File: src/pkg/bias_regs_pkg.sv
// Offsets, reset values, field positions and voltage scales of the bias regs
package bias_regs_pkg;
  // ==========================================================
  // Register offsets
  localparam logic [7:0] OFF_BLOCK_ENABLES = 8'h02;
  localparam logic [7:0] OFF_POS_VOLTAGE = 8'h03;
  localparam logic [7:0] OFF_GATE_HIGH = 8'h04;
  localparam logic [7:0] OFF_GATE_LOW = 8'h05;
  // ==========================================================
  // Reset values
  localparam logic [6:0] RST_BLOCK_ENABLES = 7'h01;
  localparam logic [7:0] RST_POS_VOLTAGE = 8'h14;
  localparam logic [5:0] RST_GATE_HIGH = 6'h00;
  localparam logic [4:0] RST_GATE_LOW = 5'h00;
  // ==========================================================
  // Field positions and widths
  localparam int BIT_PHASE_SHIFT = 0;
  localparam int BIT_BACKLIGHT = 1;
  localparam int BIT_GATE_LOW_EN = 2;
  localparam int BIT_GATE_HIGH_EN = 3;
  localparam int BIT_NEG_EN = 4;
  localparam int BIT_POS_EN = 5;
  localparam int BIT_BOOST_EN = 6;
  localparam int ENABLES_W = 7;
  localparam int POS_W = 8;
  localparam int GATE_HIGH_W = 6;
  localparam int GATE_LOW_W = 5;
  // ==========================================================
  // Voltage scales in millivolts
  localparam int POS_BASE_MV = 5000;
  localparam int POS_STEP_MV = 100;
  localparam int POS_LO_CODE = 10;
  localparam int POS_HI_CODE = 110;
  localparam int GATE_HIGH_BASE_MV = 8000;
  localparam int GATE_HIGH_STEP_MV = 500;
  localparam int GATE_HIGH_HI_CODE = 37;
  localparam int GATE_LOW_BASE_MV = 6000;
  localparam int GATE_LOW_STEP_MV = 500;
  localparam int GATE_LOW_HI_CODE = 31;
endpackage

File: src/logic/bias_enable_voltage_regs.sv
// Block enable and output voltage registers with backlight start control
`timescale 1ns/1ps
// Contract
// - Backlight runs only while enabled and bias soft-start is done.
// - Phase-shift bit 0 gives direct dimming, 1 gives staggered strings.
// - Phase-shift bit is sampled only when the backlight starts up.
// - Positive code resets 0x14; 5 V at 0xA, 0.1 V steps, 15 V at top.
// - Gate high code resets zero; 8 V plus 0.5 V per step to 26.5 V.
// - Gate low code resets zero; -6 V minus 0.5 V per step to -21.5 V.
// - Any source or gate output enable starts the shared source boost.
module bias_enable_voltage_regs
  import bias_regs_pkg::*;
(
  input wire logic clk,
  input wire logic rst,
  input wire logic wr_en,
  input wire logic rd_en,
  input wire logic [7:0] addr,
  input wire logic [7:0] wdata,
  input wire logic bias_ss_done,
  output logic [7:0] rdata,
  output logic rd_valid,
  output logic backlight_on,
  output logic phase_shift_active,
  output logic source_boost_converter_en,
  output logic boost_en,
  output logic pos_out_en,
  output logic neg_out_en,
  output logic gate_high_en,
  output logic gate_low_en,
  output logic [15:0] pos_mv,
  output logic [15:0] gate_high_mv,
  output logic [15:0] gate_low_mag_mv
);
  // ==========================================================
  // Register file
  logic [ENABLES_W-1:0] enables;
  logic [POS_W-1:0] pos_code;
  logic [GATE_HIGH_W-1:0] gate_high_code;
  logic [GATE_LOW_W-1:0] gate_low_code;
  logic [ENABLES_W-1:0] next_enables;
  logic [POS_W-1:0] next_pos_code;
  logic [GATE_HIGH_W-1:0] next_gate_high_code;
  logic [GATE_LOW_W-1:0] next_gate_low_code;

  always_comb begin
    next_enables = enables;
    next_pos_code = pos_code;
    next_gate_high_code = gate_high_code;
    next_gate_low_code = gate_low_code;
    if (wr_en) begin
      case (addr)
        OFF_BLOCK_ENABLES: next_enables = wdata[ENABLES_W-1:0];
        OFF_POS_VOLTAGE: next_pos_code = wdata;
        OFF_GATE_HIGH: next_gate_high_code = wdata[GATE_HIGH_W-1:0];
        OFF_GATE_LOW: next_gate_low_code = wdata[GATE_LOW_W-1:0];
        default: next_enables = enables;
      endcase
    end
  end

  always_ff @(posedge clk) begin
    if (rst) begin
      enables <= RST_BLOCK_ENABLES;
      pos_code <= RST_POS_VOLTAGE;
      gate_high_code <= RST_GATE_HIGH;
      gate_low_code <= RST_GATE_LOW;
    end else begin
      enables <= next_enables;
      pos_code <= next_pos_code;
      gate_high_code <= next_gate_high_code;
      gate_low_code <= next_gate_low_code;
    end
  end

  assign boost_en = enables[BIT_BOOST_EN];
  assign pos_out_en = enables[BIT_POS_EN];
  assign neg_out_en = enables[BIT_NEG_EN];
  assign gate_high_en = enables[BIT_GATE_HIGH_EN];
  assign gate_low_en = enables[BIT_GATE_LOW_EN];

  // ==========================================================
  // Read port
  logic [7:0] next_rdata;
  logic next_rd_valid;

  always_comb begin
    next_rdata = rdata;
    next_rd_valid = rd_en;
    if (rd_en) begin
      case (addr)
        OFF_BLOCK_ENABLES: next_rdata = {1'b0, enables};
        OFF_POS_VOLTAGE: next_rdata = pos_code;
        OFF_GATE_HIGH: next_rdata = {2'b00, gate_high_code};
        OFF_GATE_LOW: next_rdata = {3'b000, gate_low_code};
        default: next_rdata = 8'h00;
      endcase
    end
  end

  always_ff @(posedge clk) begin
    if (rst) begin
      rdata <= 8'h00;
      rd_valid <= 1'b0;
    end else begin
      rdata <= next_rdata;
      rd_valid <= next_rd_valid;
    end
  end

  // ==========================================================
  // Soft-start done synchroniser
  // Comes from the analog bias section, so it is asynchronous here
  logic ss_meta;
  logic ss_sync;

  always_ff @(posedge clk) begin
    if (rst) begin
      ss_meta <= 1'b0;
      ss_sync <= 1'b0;
    end else begin
      ss_meta <= bias_ss_done;
      ss_sync <= ss_meta;
    end
  end

  // ==========================================================
  // Backlight start and source boost control
  logic next_backlight_on;
  logic next_phase_shift_active;
  logic next_source_boost;

  always_comb begin
    next_backlight_on = enables[BIT_BACKLIGHT] & ss_sync;
    next_phase_shift_active = phase_shift_active;
    // Latched on the off-to-on edge only; later writes wait for a restart
    if (next_backlight_on && !backlight_on) begin
      next_phase_shift_active = enables[BIT_PHASE_SHIFT];
    end
    next_source_boost = enables[BIT_BOOST_EN] | enables[BIT_POS_EN]
      | enables[BIT_NEG_EN] | enables[BIT_GATE_HIGH_EN]
      | enables[BIT_GATE_LOW_EN];
  end

  always_ff @(posedge clk) begin
    if (rst) begin
      backlight_on <= 1'b0;
      phase_shift_active <= 1'b0;
      source_boost_converter_en <= 1'b0;
    end else begin
      backlight_on <= next_backlight_on;
      phase_shift_active <= next_phase_shift_active;
      source_boost_converter_en <= next_source_boost;
    end
  end

  // ==========================================================
  // Voltage decoders
  volt_decode #(.CODE_W(POS_W), .BASE_MV(POS_BASE_MV),
    .STEP_MV(POS_STEP_MV), .LO_CODE(POS_LO_CODE),
    .HI_CODE(POS_HI_CODE)) pos_dec (
    .clk(clk), .rst(rst), .code(pos_code), .mv(pos_mv));
  volt_decode #(.CODE_W(GATE_HIGH_W), .BASE_MV(GATE_HIGH_BASE_MV),
    .STEP_MV(GATE_HIGH_STEP_MV), .LO_CODE(0),
    .HI_CODE(GATE_HIGH_HI_CODE)) gate_high_dec (
    .clk(clk), .rst(rst), .code(gate_high_code), .mv(gate_high_mv));
  volt_decode #(.CODE_W(GATE_LOW_W), .BASE_MV(GATE_LOW_BASE_MV),
    .STEP_MV(GATE_LOW_STEP_MV), .LO_CODE(0),
    .HI_CODE(GATE_LOW_HI_CODE)) gate_low_dec (
    .clk(clk), .rst(rst), .code(gate_low_code), .mv(gate_low_mag_mv));
endmodule

File: src/logic/volt_decode.sv
// Registered code to millivolt decoder with clamping at both ends
`timescale 1ns/1ps
module volt_decode #(
  parameter int CODE_W = 8,
  parameter int BASE_MV = 5000,
  parameter int STEP_MV = 100,
  parameter int LO_CODE = 0,
  parameter int HI_CODE = 255
) (
  input wire logic clk,
  input wire logic rst,
  input wire logic [CODE_W-1:0] code,
  output logic [15:0] mv
);
  // ==========================================================
  // Decode
  logic [15:0] next_mv;

  // Codes outside the documented span clamp to the nearest end
  function automatic logic [15:0] to_mv(input logic [CODE_W-1:0] c);
    int k;
    begin
      k = int'(c);
      if (k < LO_CODE) begin
        k = LO_CODE;
      end
      if (k > HI_CODE) begin
        k = HI_CODE;
      end
      to_mv = 16'(BASE_MV + (k - LO_CODE) * STEP_MV);
    end
  endfunction

  always_comb begin
    next_mv = to_mv(code);
  end

  always_ff @(posedge clk) begin
    if (rst) begin
      mv <= 16'h0000;
    end else begin
      mv <= next_mv;
    end
  end

  // ==========================================================
  // Checks
  localparam logic [15:0] TOP_MV =
    16'(BASE_MV + (HI_CODE - LO_CODE) * STEP_MV);
endmodule

File: config.mk
export PLATFORM = sky130hd
export DESIGN_NAME = bias_enable_voltage_regs
export DESIGN_NICKNAME = d
export VERILOG_FILES = /design/src/pkg/bias_regs_pkg.sv /design/src/logic/bias_enable_voltage_regs.sv /design/src/logic/volt_decode.sv
export SDC_FILE = /design/constraint.sdc
export NUM_CORES = 1
export LEC_CHECK = 0
export BUFFER_PORTS_ARGS = -buffer_cell sky130_fd_sc_hd__buf_2
export CAP_MARGIN = 20
export CORE_UTILIZATION = 53
export DETAILED_ROUTE_END_ITERATION = 8
export HOLD_SLACK_MARGIN = 0.12
export PLACE_DENSITY = 0.78
export SYNTH_ARGS = -nofsm -noshare
export SYNTH_HDL_FRONTEND = slang
export SYNTH_HIERARCHICAL = 1
export SYNTH_SLANG_ARGS = --single-unit
File: constraint.sdc
create_clock -name clk -period 5.19 [get_ports clk]
set_input_delay 0.2595 -clock clk [delete_from_list [all_inputs] [get_ports clk]]
set_output_delay 0.2595 -clock clk [all_outputs]
set_load 0.1 [all_outputs]
# == Word level (Yosys, flattened, before mapping) ==
# Index checks and enable logic that the tools add are counted.
# totals
ff_bits,88
# op_classes
addsub,4
mul,3
order_cmp,3
eq_ne,4
muxes,4
n_bitwise,5
reduce_logical,6
# op_table
cell,n
$add 14x16->16 const A,3
$mul 32x6->14 const B,1
$pmux 8 s4,1
$eq 8x2->1 const B,2
$eq 8x3->1 const B,2
$mux 8,2
$mul 6x7->13 const B,1
$mul 5x7->12 const B,1
$sub 8x4->9 const B,1
$gt 8x7->1 const B,1
$lt 8x4->1 const B,1
$reduce_and 2->1,4
$gt 6x6->1 const B,1
$mux 6,1
$or 1x1->1,4
$and 1x1->1,1
$logic_and 1x1->1,1
$logic_not 1->1,1

# == Longest topological paths before layout ==
# Gate-level depths: netlist of the first run.
# logic_depth
ltp_word,7
ltp_mapped,22
depth_no_buf,20

# == Modules after synthesis ==
# Netlist of the first run, hierarchy kept.
# modules_own_cells
module,instances,cells_per_inst,area_each_um2
bias_enable_voltage_regs,1,180,1859.3
volt_decode (gate_high_dec),1,183,1652.8
volt_decode (pos_dec),1,183,1604.0
volt_decode (gate_low_dec),1,147,1338.8

# == Worst setup path before layout of the first run ==
# Ideal clock, no wire load.
# synth_path
kind,flip-flop to flip-flop
startpoint,register pos_code[4]
endpoint,register pos_dec.mv[15]
setup_time_ns,0.060
arrival_ns,5.077
t_required_ns,5.130
slack_ns,0.053
path_stages_with_launch,20
n_path_buf,2
path_cell_list,dfxtp_1 clkbuf_1 a41o_1 a31o_2 clkbuf_1 nor3_1 ha_1 inv_1 a22o_1 a221o_1 ha_1 fa_1 ha_1 ha_1 o21a_1 a2111o_1 o311ai_0 a31oi_1 a2111o_1 nand2_1
# synth_via
elab_chain_cells,7
# synth_lines
item,line_no,rtl
from (decl),bias_enable_voltage_regs.sv:38,logic [POS_W-1:0] pos_code;
from (signal assigned),bias_enable_voltage_regs.sv:70,pos_code <= next_pos_code;
$lt 8x4->1,volt_decode.sv:24,if (k < LO_CODE) begin
$mux 8 *,volt_decode.sv:24,
$gt 8x7->1,volt_decode.sv:27,if (k > HI_CODE) begin
$mux 8 *,volt_decode.sv:27,
$sub 8x4->9 *,volt_decode.sv:30,to_mv = 16'(BASE_MV + (k - LO_CODE) * STEP_MV);
$mul 32x6->14 *,volt_decode.sv:30,
$add 14x16->16 *,volt_decode.sv:30,
to (signal assigned),volt_decode.sv:42,mv <= next_mv;
to (decl),volt_decode.sv:13,output logic [15:0] mv
# Every way passes the cells marked *; elsewhere a longest branch is shown, timed or not.
# A chain may end at the register's enable or synchronous reset.

# == Worst setup path in the final report of the first run ==
# Ends and elaborated chain as after synthesis.

==> results_dict.tcl, run 1 <==
set metrics [dict create \
    setup_violations 0 \
    slew-limit-headroom_pct 39.6 \
    irDropWorstVdd_mv 0.147 \
    worst_ep_required_time_ns 5.48 \
    final_antenna_net_count 0 \
    gp_congestion 0.868 \
    start_kind "register" \
    fin_util_pct 61.9 \
    synth_edf_count 0 \
    initial_utilization_pct 55.3 \
    syn_area_um2 6450 \
    clockRootBuffer "clkbuf_16" \
    grt_start_max_net_pins 60 \
    path_class "reg -> reg" \
    synth_cell_type_count 68 \
    drc 0 \
    gr-total-overflow 0 \
    power.leakage_nw 3.74 \
    htree_levels 3 \
    viasPerCell 5.57 \
    track_usage_pct 22.1 \
    layout_commonest_cell "ha_1" \
    synth-main-ff-cell "dfxtp_1" \
    maxCapViolCount 0 \
    slew_violations 0 \
    hpwl_um 10200 \
    final_cell_mix "ha_1 (87), dfxtp_1 (78), buf_2 (78)" \
    grt_pass1_vias 4845 \
    async_flop_share_pct 0 \
    ctsLongestPathBuffers 2 \
    cts_buffers 9 \
    cts_tree "built" \
    max_freq_ghz 0.200 \
    max_slew.worst_pin.slew_ns 0.906 \
    layout-drive-gt1-share_pct 17.4 \
    dieArea_um2 12600 \
    hp-class "in -> reg" \
    placementRows 39 \
    fin_skew_ns 0.00971 \
    wire_per_inst_um 14.6 \
    final_cell_area_um2 7220 \
    synth_cells 693 \
    placed_area_um2 6870 \
    num_io_pins 86 \
    antenna_found_initial 0 \
    min_period_over_period_pct 96.3 \
    synth.avg_cell_area_um2 9.31 \
    cts.sinks 81 \
    period_minus_slack_ns 5.00 \
    grt_pass1_wl_um 22300 \
    synth-seq-cells 81 \
    yosysWarnings 6 \
    wirelength_um 13300 \
    outcome "completed" \
    arrival_ns 5.29 \
    die_x_um 112 \
    die_h_um 112 \
    hold_violations 0 \
    first_pass_iters 4 \
    portBuffers 78 \
    fin_nets 898 \
    core-area_um2 11700 \
    antenna_cells 0 \
    worstSkewPairLatency_ns 0.35 \
    first_iter_violations 151 \
    path_clk_slew_ns 0.07 \
    crit_fanout 10 \
    fin_setup_tns_ns 0 \
    area_growth_pct 11.8 \
    worst_slack_ns 0.193 \
    powerDensity_nw_per_um2 201 \
    crit_path_end_kind "register" \
    dr_total_vias 5076 \
    dp_slack_ns -0.00952 \
    synth-seq-area-share_pct 25.1 \
]
layer usage:
layer | up-vias | share of wire (%) | GRT usage, %
met1 | 2405 | 47 | 28.9
met2 | 103 | 47 | 35.9
met3 | 21 | 3.7 | 3.78
met5 | - | 0 | 0
met4 | 0 | 2.0 | 9.96
li1 | 2547 | - | -
flip-flops by register name (all words and copies together) (netlist names), 5 cells and up:
register and count:
gate_high_dec/mv 14, pos_dec/mv 14, gate_low_dec/mv 13, pos_code 8, rdata 8, enables 7, gate_high_code 6, gate_low_code 5
cell usage after synthesis (all sizes together) (13+ instances only):
cell type	number	share of area (%)
ha	88	17
dfxtp	81	25
inv	63	3.7
nor2	48	2.8
mux2i	40	6.2
nand2b	39	3.8
a21oi	30	2.4
xnor2	28	4.0
fa	25	7.8
nand2	21	1.3
buf	20	2.5
nor3	17	1.3
a21o	16	1.9
clkbuf	14	0.81
xor2	13	1.8
worst max-delay path, stage by stage, from the launching register on:
cell and delay (ns):
dfxtp_2 0.39, nor4_4 0.39, or2b_1 0.30, a21oi_1 0.23, ha_2 0.27, inv_1 0.11
a22o_1 0.23, a221o_1 0.32, ha_1 0.31, fa_1 0.47, ha_1 0.31, ha_1 0.27
or4_1 0.55, a21o_1 0.21, nand3_1 0.11, nand4b_1 0.13, a2111o_1 0.30, nand2_1 0.06
layout make-up:
class	count	area, µm²
clock inverters	5	38.8
flip-flops and latches	81	1630
fillers	993	4440
well taps	143	179
multi-input cells	523	4450
repair buffers	86	453
clock buffers	10	239
inverters	63	236
kinds of logic after synthesis:
logic type,synth area share [%]
AO/OA/AOI/OAI,12.9
XOR/XNOR,5.80
adder cells (fa/ha/maj),24.8
buffers and inverters,7.00
flip-flops,25.1
multiplexers,6.44
other,0.174
AND/OR/NAND/NOR,17.8
worst paths after layout:
kind	cells after the start	slack [ns]	start	endpoint
setup / recovery	17	0.19	pos_code[4]	pos_dec/mv[15]
hold / removal	3	0.19	wdata[7]	pos_code[7]
setup reg to reg	17	0.19	pos_code[4]	pos_dec/mv[15]
hold reg to reg	1	0.45	ss_meta	ss_sync
power by group:
part / internal, mW / switching, mW
clock: 0.338 / 0.269
combinational: 0.0419 / 0.166
sequential: 0.635 / 0.00327
total: 1.01 / 0.438
per-stage QoR:
| stage | instances | hold WS [ns] | power [mW] |
|---|---|---|---|
| finish | 911 | 0.187 | 1.45 |
| global route | 911 | 0.191 | 1.51 |
| CTS | 908 | 0.171 | 1.47 |
| detailed placement | 892 | 0.432 | 0.857 |
| global placement | 892 | 0.427 | 0.855 |
| floorplan | 701 | 0.329 | 0.827 |
what timing repair did:
action / CTS / global route
pin swaps: 0 / 2
setup endpoints to repair: 1 / 7
gates resized for setup: 1 / 9
hold buffers: 1 / 0
setup buffers: 0 / 3
endpoints found under the hold margin: 1 / 0
(Power assumes the default switching activity.)
==> run 2, diff against run 1 <==
--- a/config.mk
+++ b/config.mk
@@ -7,10 +7,12 @@
 export LEC_CHECK = 0
 export BUFFER_PORTS_ARGS = -buffer_cell sky130_fd_sc_hd__buf_2
 export CAP_MARGIN = 20
-export CORE_UTILIZATION = 53
+export CELL_PAD_IN_SITES_DETAIL_PLACEMENT = 0
+export CELL_PAD_IN_SITES_GLOBAL_PLACEMENT = 1
+export CORE_UTILIZATION = 40
 export DETAILED_ROUTE_END_ITERATION = 8
 export HOLD_SLACK_MARGIN = 0.12
-export PLACE_DENSITY = 0.78
+export PLACE_DENSITY = 0.77
 export SYNTH_ARGS = -nofsm -noshare
 export SYNTH_HDL_FRONTEND = slang
 export SYNTH_HIERARCHICAL = 1
==> run 2 against run 1 <==
  * Non-clock buffer count shrank 1
  * Worst hold slack worse by 0.0062 ns
  * Flip-flop and latch count stayed put
  * Sequential power is essentially flat
==> results_dict.tcl, run 2 (same netlist as run 1, synthesis figures left out) <==
set metrics [dict create \
    crit_path_end_kind "register" \
    hpwl_um 10800 \
    placed_area_um2 6970 \
    die_x_um 129 \
    reg_top3 "gate_high_dec/mv (14), pos_dec/mv (14), gate_low_dec/mv (13)" \
    power.leakage_nw 3.74 \
    area_growth_pct 13.5 \
    wire_per_inst_um 14.0 \
    grt_pass1_wl_um 22300 \
    max_freq_ghz 0.203 \
    gr-total-overflow 0 \
    fin_cells 984 \
    p_seq_share_pct 41.7 \
    slew-limit-headroom_pct 35.5 \
    hold_path_depth 3 \
    portBuffers 78 \
    holdWs_ns 0.181 \
    cts_buffers 9 \
    fin_setup_tns_ns 0 \
    combPwrFrac_pct 13.7 \
    die_h_um 129 \
    num_io_pins 86 \
    dpl.cell_count 966 \
    crit_fanout 11 \
    cts.sinks 81 \
    worst_ep_required_time_ns 5.49 \
    fin_nets 897 \
    hp-class "in -> reg" \
    reg2reg_depth 17 \
    cts_tree "built" \
    powerDensity_nw_per_um2 208 \
    clockPowerShare_pct 44.6 \
    wirelength_um 13800 \
    slowest_stage "fa_1" \
    dieArea_um2 16600 \
    intPower_mw 1.07 \
    fin_skew_ns 0.00744 \
    track_usage_pct 17.1 \
    r2r_slack_ns 0.26 \
    first_pass_iters 4 \
    outcome "completed" \
    worstSkewPairLatency_ns 0.35 \
    min_period_over_period_pct 95.1 \
    timing.rr.start "pos_code[3]" \
    path_clk_slew_ns 0.07 \
    final_cell_mix "ha_1 (87), dfxtp_1 (79), buf_2 (78)" \
    r2r-end "pos_dec/mv[15]" \
    dr_total_vias 5012 \
    hold_start "rd_en" \
    maxCapViolCount 0 \
    gp_congestion 0.836 \
    dp_slack_ns -0.0590 \
    critPathLaunch "pos_code[3]" \
    cp_common_cell "ha_1" \
    worstHoldEndpoint "rd_valid" \
    grt_pass1_vias 4778 \
    setup_violations 0 \
    final_antenna_net_count 0 \
    placementRows 46 \
    grt_start_max_net_pins 60 \
    viasPerCell 5.09 \
    path_class "reg -> reg" \
    hold_violations 0 \
    initial_utilization_pct 40.8 \
    worst_slack_ns 0.256 \
    core-area_um2 15800 \
    irDropWorstVdd_mv 0.144 \
    layout-drive-gt1-share_pct 17.1 \
    period_minus_slack_ns 4.93 \
    power.total_mw 1.53 \
    arrival_ns 5.23 \
    layout_commonest_cell "ha_1" \
    final_cell_area_um2 7330 \
    antenna_cells 0 \
    clockRootBuffer "clkbuf_16" \
    first_iter_violations 238 \
    critPathMaxStageDelay_ns 0.46 \
    max_slew.worst_pin.slew_ns 0.967 \
    slew_violations 0 \
    switching_share_pct 30.0 \
    drc 0 \
    start_kind "register" \
    ctsLongestPathBuffers 2 \
    htree_levels 3 \
    antenna_found_initial 0 \
    crit_chain "a41o_1, a31o_2, nor3_2, ha_2, inv_1, a22o_1, a221o_1, ha_1, fa_1, ha_1, ha_1, o21a_1, a2111o_1, o311ai_1, a31oi_2, a2111o_1, nand2_1" \
    power_switching_mw 0.459 \
    fin_util_pct 46.3 \
]
## run 2: timing repair
action / in CTS / in global routing
endpoints found under the hold margin: 1 / 0
hold buffers: 1 / 0
setup buffers: 1 / 0
cloned: 0 / 0
pin swaps: 1 / 0
gates resized for setup: 2 / 6
setup endpoints to repair: 1 / 5
## run 2: worst max path at each step
| stage | to | depth (start not counted) |
|---|---|---|
| 2_1_floorplan | pos_dec/mv[15] | 19 |
| 3_5_place_dp | pos_dec/mv[15] | 17 |
| 4_1_cts | pos_dec/mv[15] | 17 |
| 6_report | pos_dec/mv[15] | 17 |
| 5_1_grt | pos_dec/mv[15] | 20 |
| 3_3_place_gp | pos_dec/mv[15] | 17 |
## run 2: final cells by class
cell class              count  area, µm²
fillers                  1528       8500
multi-input cells         523       4440
flip-flops and latches     81       1620
repair buffers             85        445
well taps                 216        270
clock buffers              10        239
inverters                  63        236
clock inverters             6       72.6
## run 2: worst max-delay path, delay by kind of cell, from the launching register on
family,cells,cell delay [ns]
flip-flops,1,0.39
buffers and inverters,1,0.11
AO/OA/AOI/OAI,9,2.35
AND/OR/NAND/NOR,2,0.30
adder cells (fa/ha/maj),5,1.73
## run 2: metal layers
metal | share of wire [%] | up-vias | track usage [%]
li1 | - | 2553 | -
met1 | 47 | 2355 | 21.9
met2 | 47 | 87 | 28.5
met3 | 3.7 | 17 | 2.56
met4 | 1.9 | 0 | 8.03
met5 | 0 | - | 0
## run 2: power by group through the flow
stage	Sequential [mW]	Combinational (mW)	Clock [mW]
6_report	0.638	0.209	0.681
5_1_grt	0.638	0.219	0.720
4_1_cts	0.638	0.209	0.698
3_5_place_dp	0.652	0.207	0
3_3_place_gp	0.652	0.205	0
2_1_floorplan	0.742	0.0851	0
==> run 3, diff against run 2 <==
--- a/config.mk
+++ b/config.mk
@@ -9,10 +9,13 @@
 export CAP_MARGIN = 20
 export CELL_PAD_IN_SITES_DETAIL_PLACEMENT = 0
 export CELL_PAD_IN_SITES_GLOBAL_PLACEMENT = 1
+export CORE_MARGIN = 8
 export CORE_UTILIZATION = 40
 export DETAILED_ROUTE_END_ITERATION = 8
 export HOLD_SLACK_MARGIN = 0.12
 export PLACE_DENSITY = 0.77
+export RECOVER_POWER = 100
+export SETUP_SLACK_MARGIN = 0.1
 export SYNTH_ARGS = -nofsm -noshare
 export SYNTH_HDL_FRONTEND = slang
 export SYNTH_HIERARCHICAL = 1
==> run 3 against run 2 <==
  * The flow now finishes with violations (max-capacitance violations, max-slew violations)
  * First-iteration DRC count is 13% lower
  * Non-clock buffer count is 4 higher
  * Sequential power is essentially flat
  * Clock power down 5.6%
  * Routed wire length rose by 4.2%
  * Cell count grew 0.41%
  * Combinational power down 2%
  * Via count is essentially flat
  * Maximum frequency increased by 1.3%
  * Highest routed layer unchanged
==> results_dict.tcl, run 3 (same netlist as run 1, synthesis figures left out) <==
set metrics [dict create \
    outcome "finished with violations" \
    violations "max-capacitance violations, max-slew violations" \
    initial_utilization_pct 40.8 \
    gp_congestion 0.822 \
    max_freq_ghz 0.205 \
    worst_ep_required_time_ns 5.47 \
    critPathTopFamily "adder cells" \
    timing.rr.start "pos_code[7]" \
    r2r_slack_ns 0.32 \
    dr_total_vias 5017 \
    worstSkewPairLatency_ns 0.34 \
    wire_per_inst_um 14.6 \
    layout-drive-gt1-share_pct 9.59 \
    fin_skew_ns 0.0107 \
    p_seq_share_pct 42.9 \
    slew_violations 91 \
    intPower_mw 1.05 \
    period_minus_slack_ns 4.87 \
    portBuffers 78 \
    power.leakage_nw 3.52 \
    antenna_cells 0 \
    combPwrFrac_pct 13.8 \
    grt_start_max_net_pins 49 \
    antenna_found_initial 0 \
    min_period_over_period_pct 93.8 \
    r2r-end "pos_dec/mv[15]" \
    gr-total-overflow 0 \
    num_io_pins 86 \
    rsz0062_at_grt "true" \
    die_x_um 143 \
    crit_fanout 6 \
    placementRows 46 \
    maxCapViolCount 2 \
    crit_end "pos_dec/mv[15]" \
    cts_tree "built" \
    track_usage_pct 14.1 \
    viasPerCell 5.08 \
    htree_levels 3 \
    core-area_um2 15800 \
    reg2reg_depth 19 \
    critPathLaunch "pos_code[7]" \
    hold_violations 0 \
    final_cell_mix "ha_1 (86), dfxtp_1 (77), inv_1 (63)" \
    crit_path_end_kind "register" \
    fin_setup_tns_ns 0 \
    path_clk_slew_ns 0.07 \
    irDropWorstVdd_mv 0.206 \
    reg_top3 "gate_high_dec/mv (14), pos_dec/mv (14), gate_low_dec/mv (13)" \
    first_iter_violations 207 \
    fillers 1612 \
    die_h_um 143 \
    switching_share_pct 29.4 \
    ctsLongestPathBuffers 2 \
    final_antenna_net_count 0 \
    power_switching_mw 0.437 \
    grt_pass1_vias 4902 \
    slowest_stage "fa_1" \
    arrival_ns 5.15 \
    clockPowerShare_pct 43.3 \
    hp-class "in -> reg" \
    dieArea_um2 20500 \
    first_pass_iters 4 \
    fin_util_pct 46.0 \
    area_growth_pct 12.7 \
    clockRootBuffer "clkbuf_16" \
    layout_commonest_cell "ha_1" \
    wirelength_um 14400 \
    hpwl_um 11400 \
    drc 0 \
    start_kind "register" \
    grt_pass1_wl_um 23300 \
    crit_chain "nor4_4, or2b_1, a21oi_2, ha_2, inv_1, a22o_1, a221o_1, inv_1, fa_1, inv_1, ha_1, ha_1, fa_1, a21o_1, nand4_1, a31oi_1, or3_1, a2111o_1, nand2_1" \
    max_slew.worst_pin.slew_ns 1.76 \
    setup_violations 0 \
    critPathMaxStageDelay_ns 0.41 \
    path_class "reg -> reg" \
    powerDensity_nw_per_um2 204 \
    cts_buffers 9 \
    cp_num_cells 19 \
    slew-limit-headroom_pct -17.1 \
    cp_common_cell "inv_1" \
    fin_nets 901 \
    cp_num_buf_inv 3 \
    holdWs_ns 0.186 \
    cts.sinks 81 \
]
run 3: changes by cell type in the layout (fill, tap and decap cells not counted), sizes merged:
cell / previous run / this run
clkbuf: 10 / 71
clkinvlp: 0 / 1
buf: 84 / 28
inv: 66 / 64
run 3: power groups by stage:
stage          combinational, mW  clock [mW]  sequential, mW
2_1_floorplan             0.0851           0           0.742
6_report                   0.205       0.643           0.639
5_1_grt                    0.217       0.687           0.640
3_3_place_gp               0.206           0           0.652
3_5_place_dp               0.207           0           0.652
4_1_cts                    0.208       0.670           0.638
run 3: layout make-up:
type	instances	area [µm²]	area share, %
Sequential cell	81	1630	22.4
Clock buffer	11	233	3.20
Tap cell	216	270	3.72
Inverter	63	236	3.25
Timing Repair Buffer	89	398	5.47
Clock inverter	5	63.8	0.877
Multi-Input combinational cell	523	4450	61.1
run 3: worst min-delay path by stage:
stage,from,end,slack (ns),cells after the start
finish,rd_en,rd_valid,0.19,3
floorplan,rst,gate_low_dec/mv[12],0.33,1
global route,rd_en,rd_valid,0.20,3
CTS,rd_en,rd_valid,0.17,3
detailed placement,ss_meta,ss_sync,0.44,1
global placement,ss_meta,ss_sync,0.43,1
run 3: what timing repair did:
item                                    CTS  global route
buffers inserted                          0             3
endpoints found under the setup margin    3             8
pin swaps                                 1             3
hold buffers                              1             0
hold endpoints to repair                  1             0
gates resized for setup                   1            12
gates cloned                              0             0
run 3: per-stage QoR:
step / power [mW] / cell area (µm²) / std cells / setup slack [ns]
final: 1.49 / 7270 / 988 / 0.321
after CTS: 1.52 / 7290 / 985 / 0.122
after global routing: 1.54 / 7270 / 988 / 0.0632
after global placement: 0.858 / 6990 / 968 / 0.223
after floorplan: 0.827 / 6490 / 701 / 0.188
after detailed placement: 0.859 / 6990 / 968 / -0.00129
run 3: tightest hold or removal path: stages:
cell and delay (ns):
buf_2 0.12, inv_1 0.07, nor2_1 0.04
run 3: metal layers:
metal	up-vias	GRT usage, %	share of wire [%]	wire [µm]
li1	2560	-	-	-
met1	2365	17.5	47	6770
met2	78	23.7	47	6820
met3	14	3.24	4.0	577
met4	0	4.08	1.4	206
met5	-	0	0	0
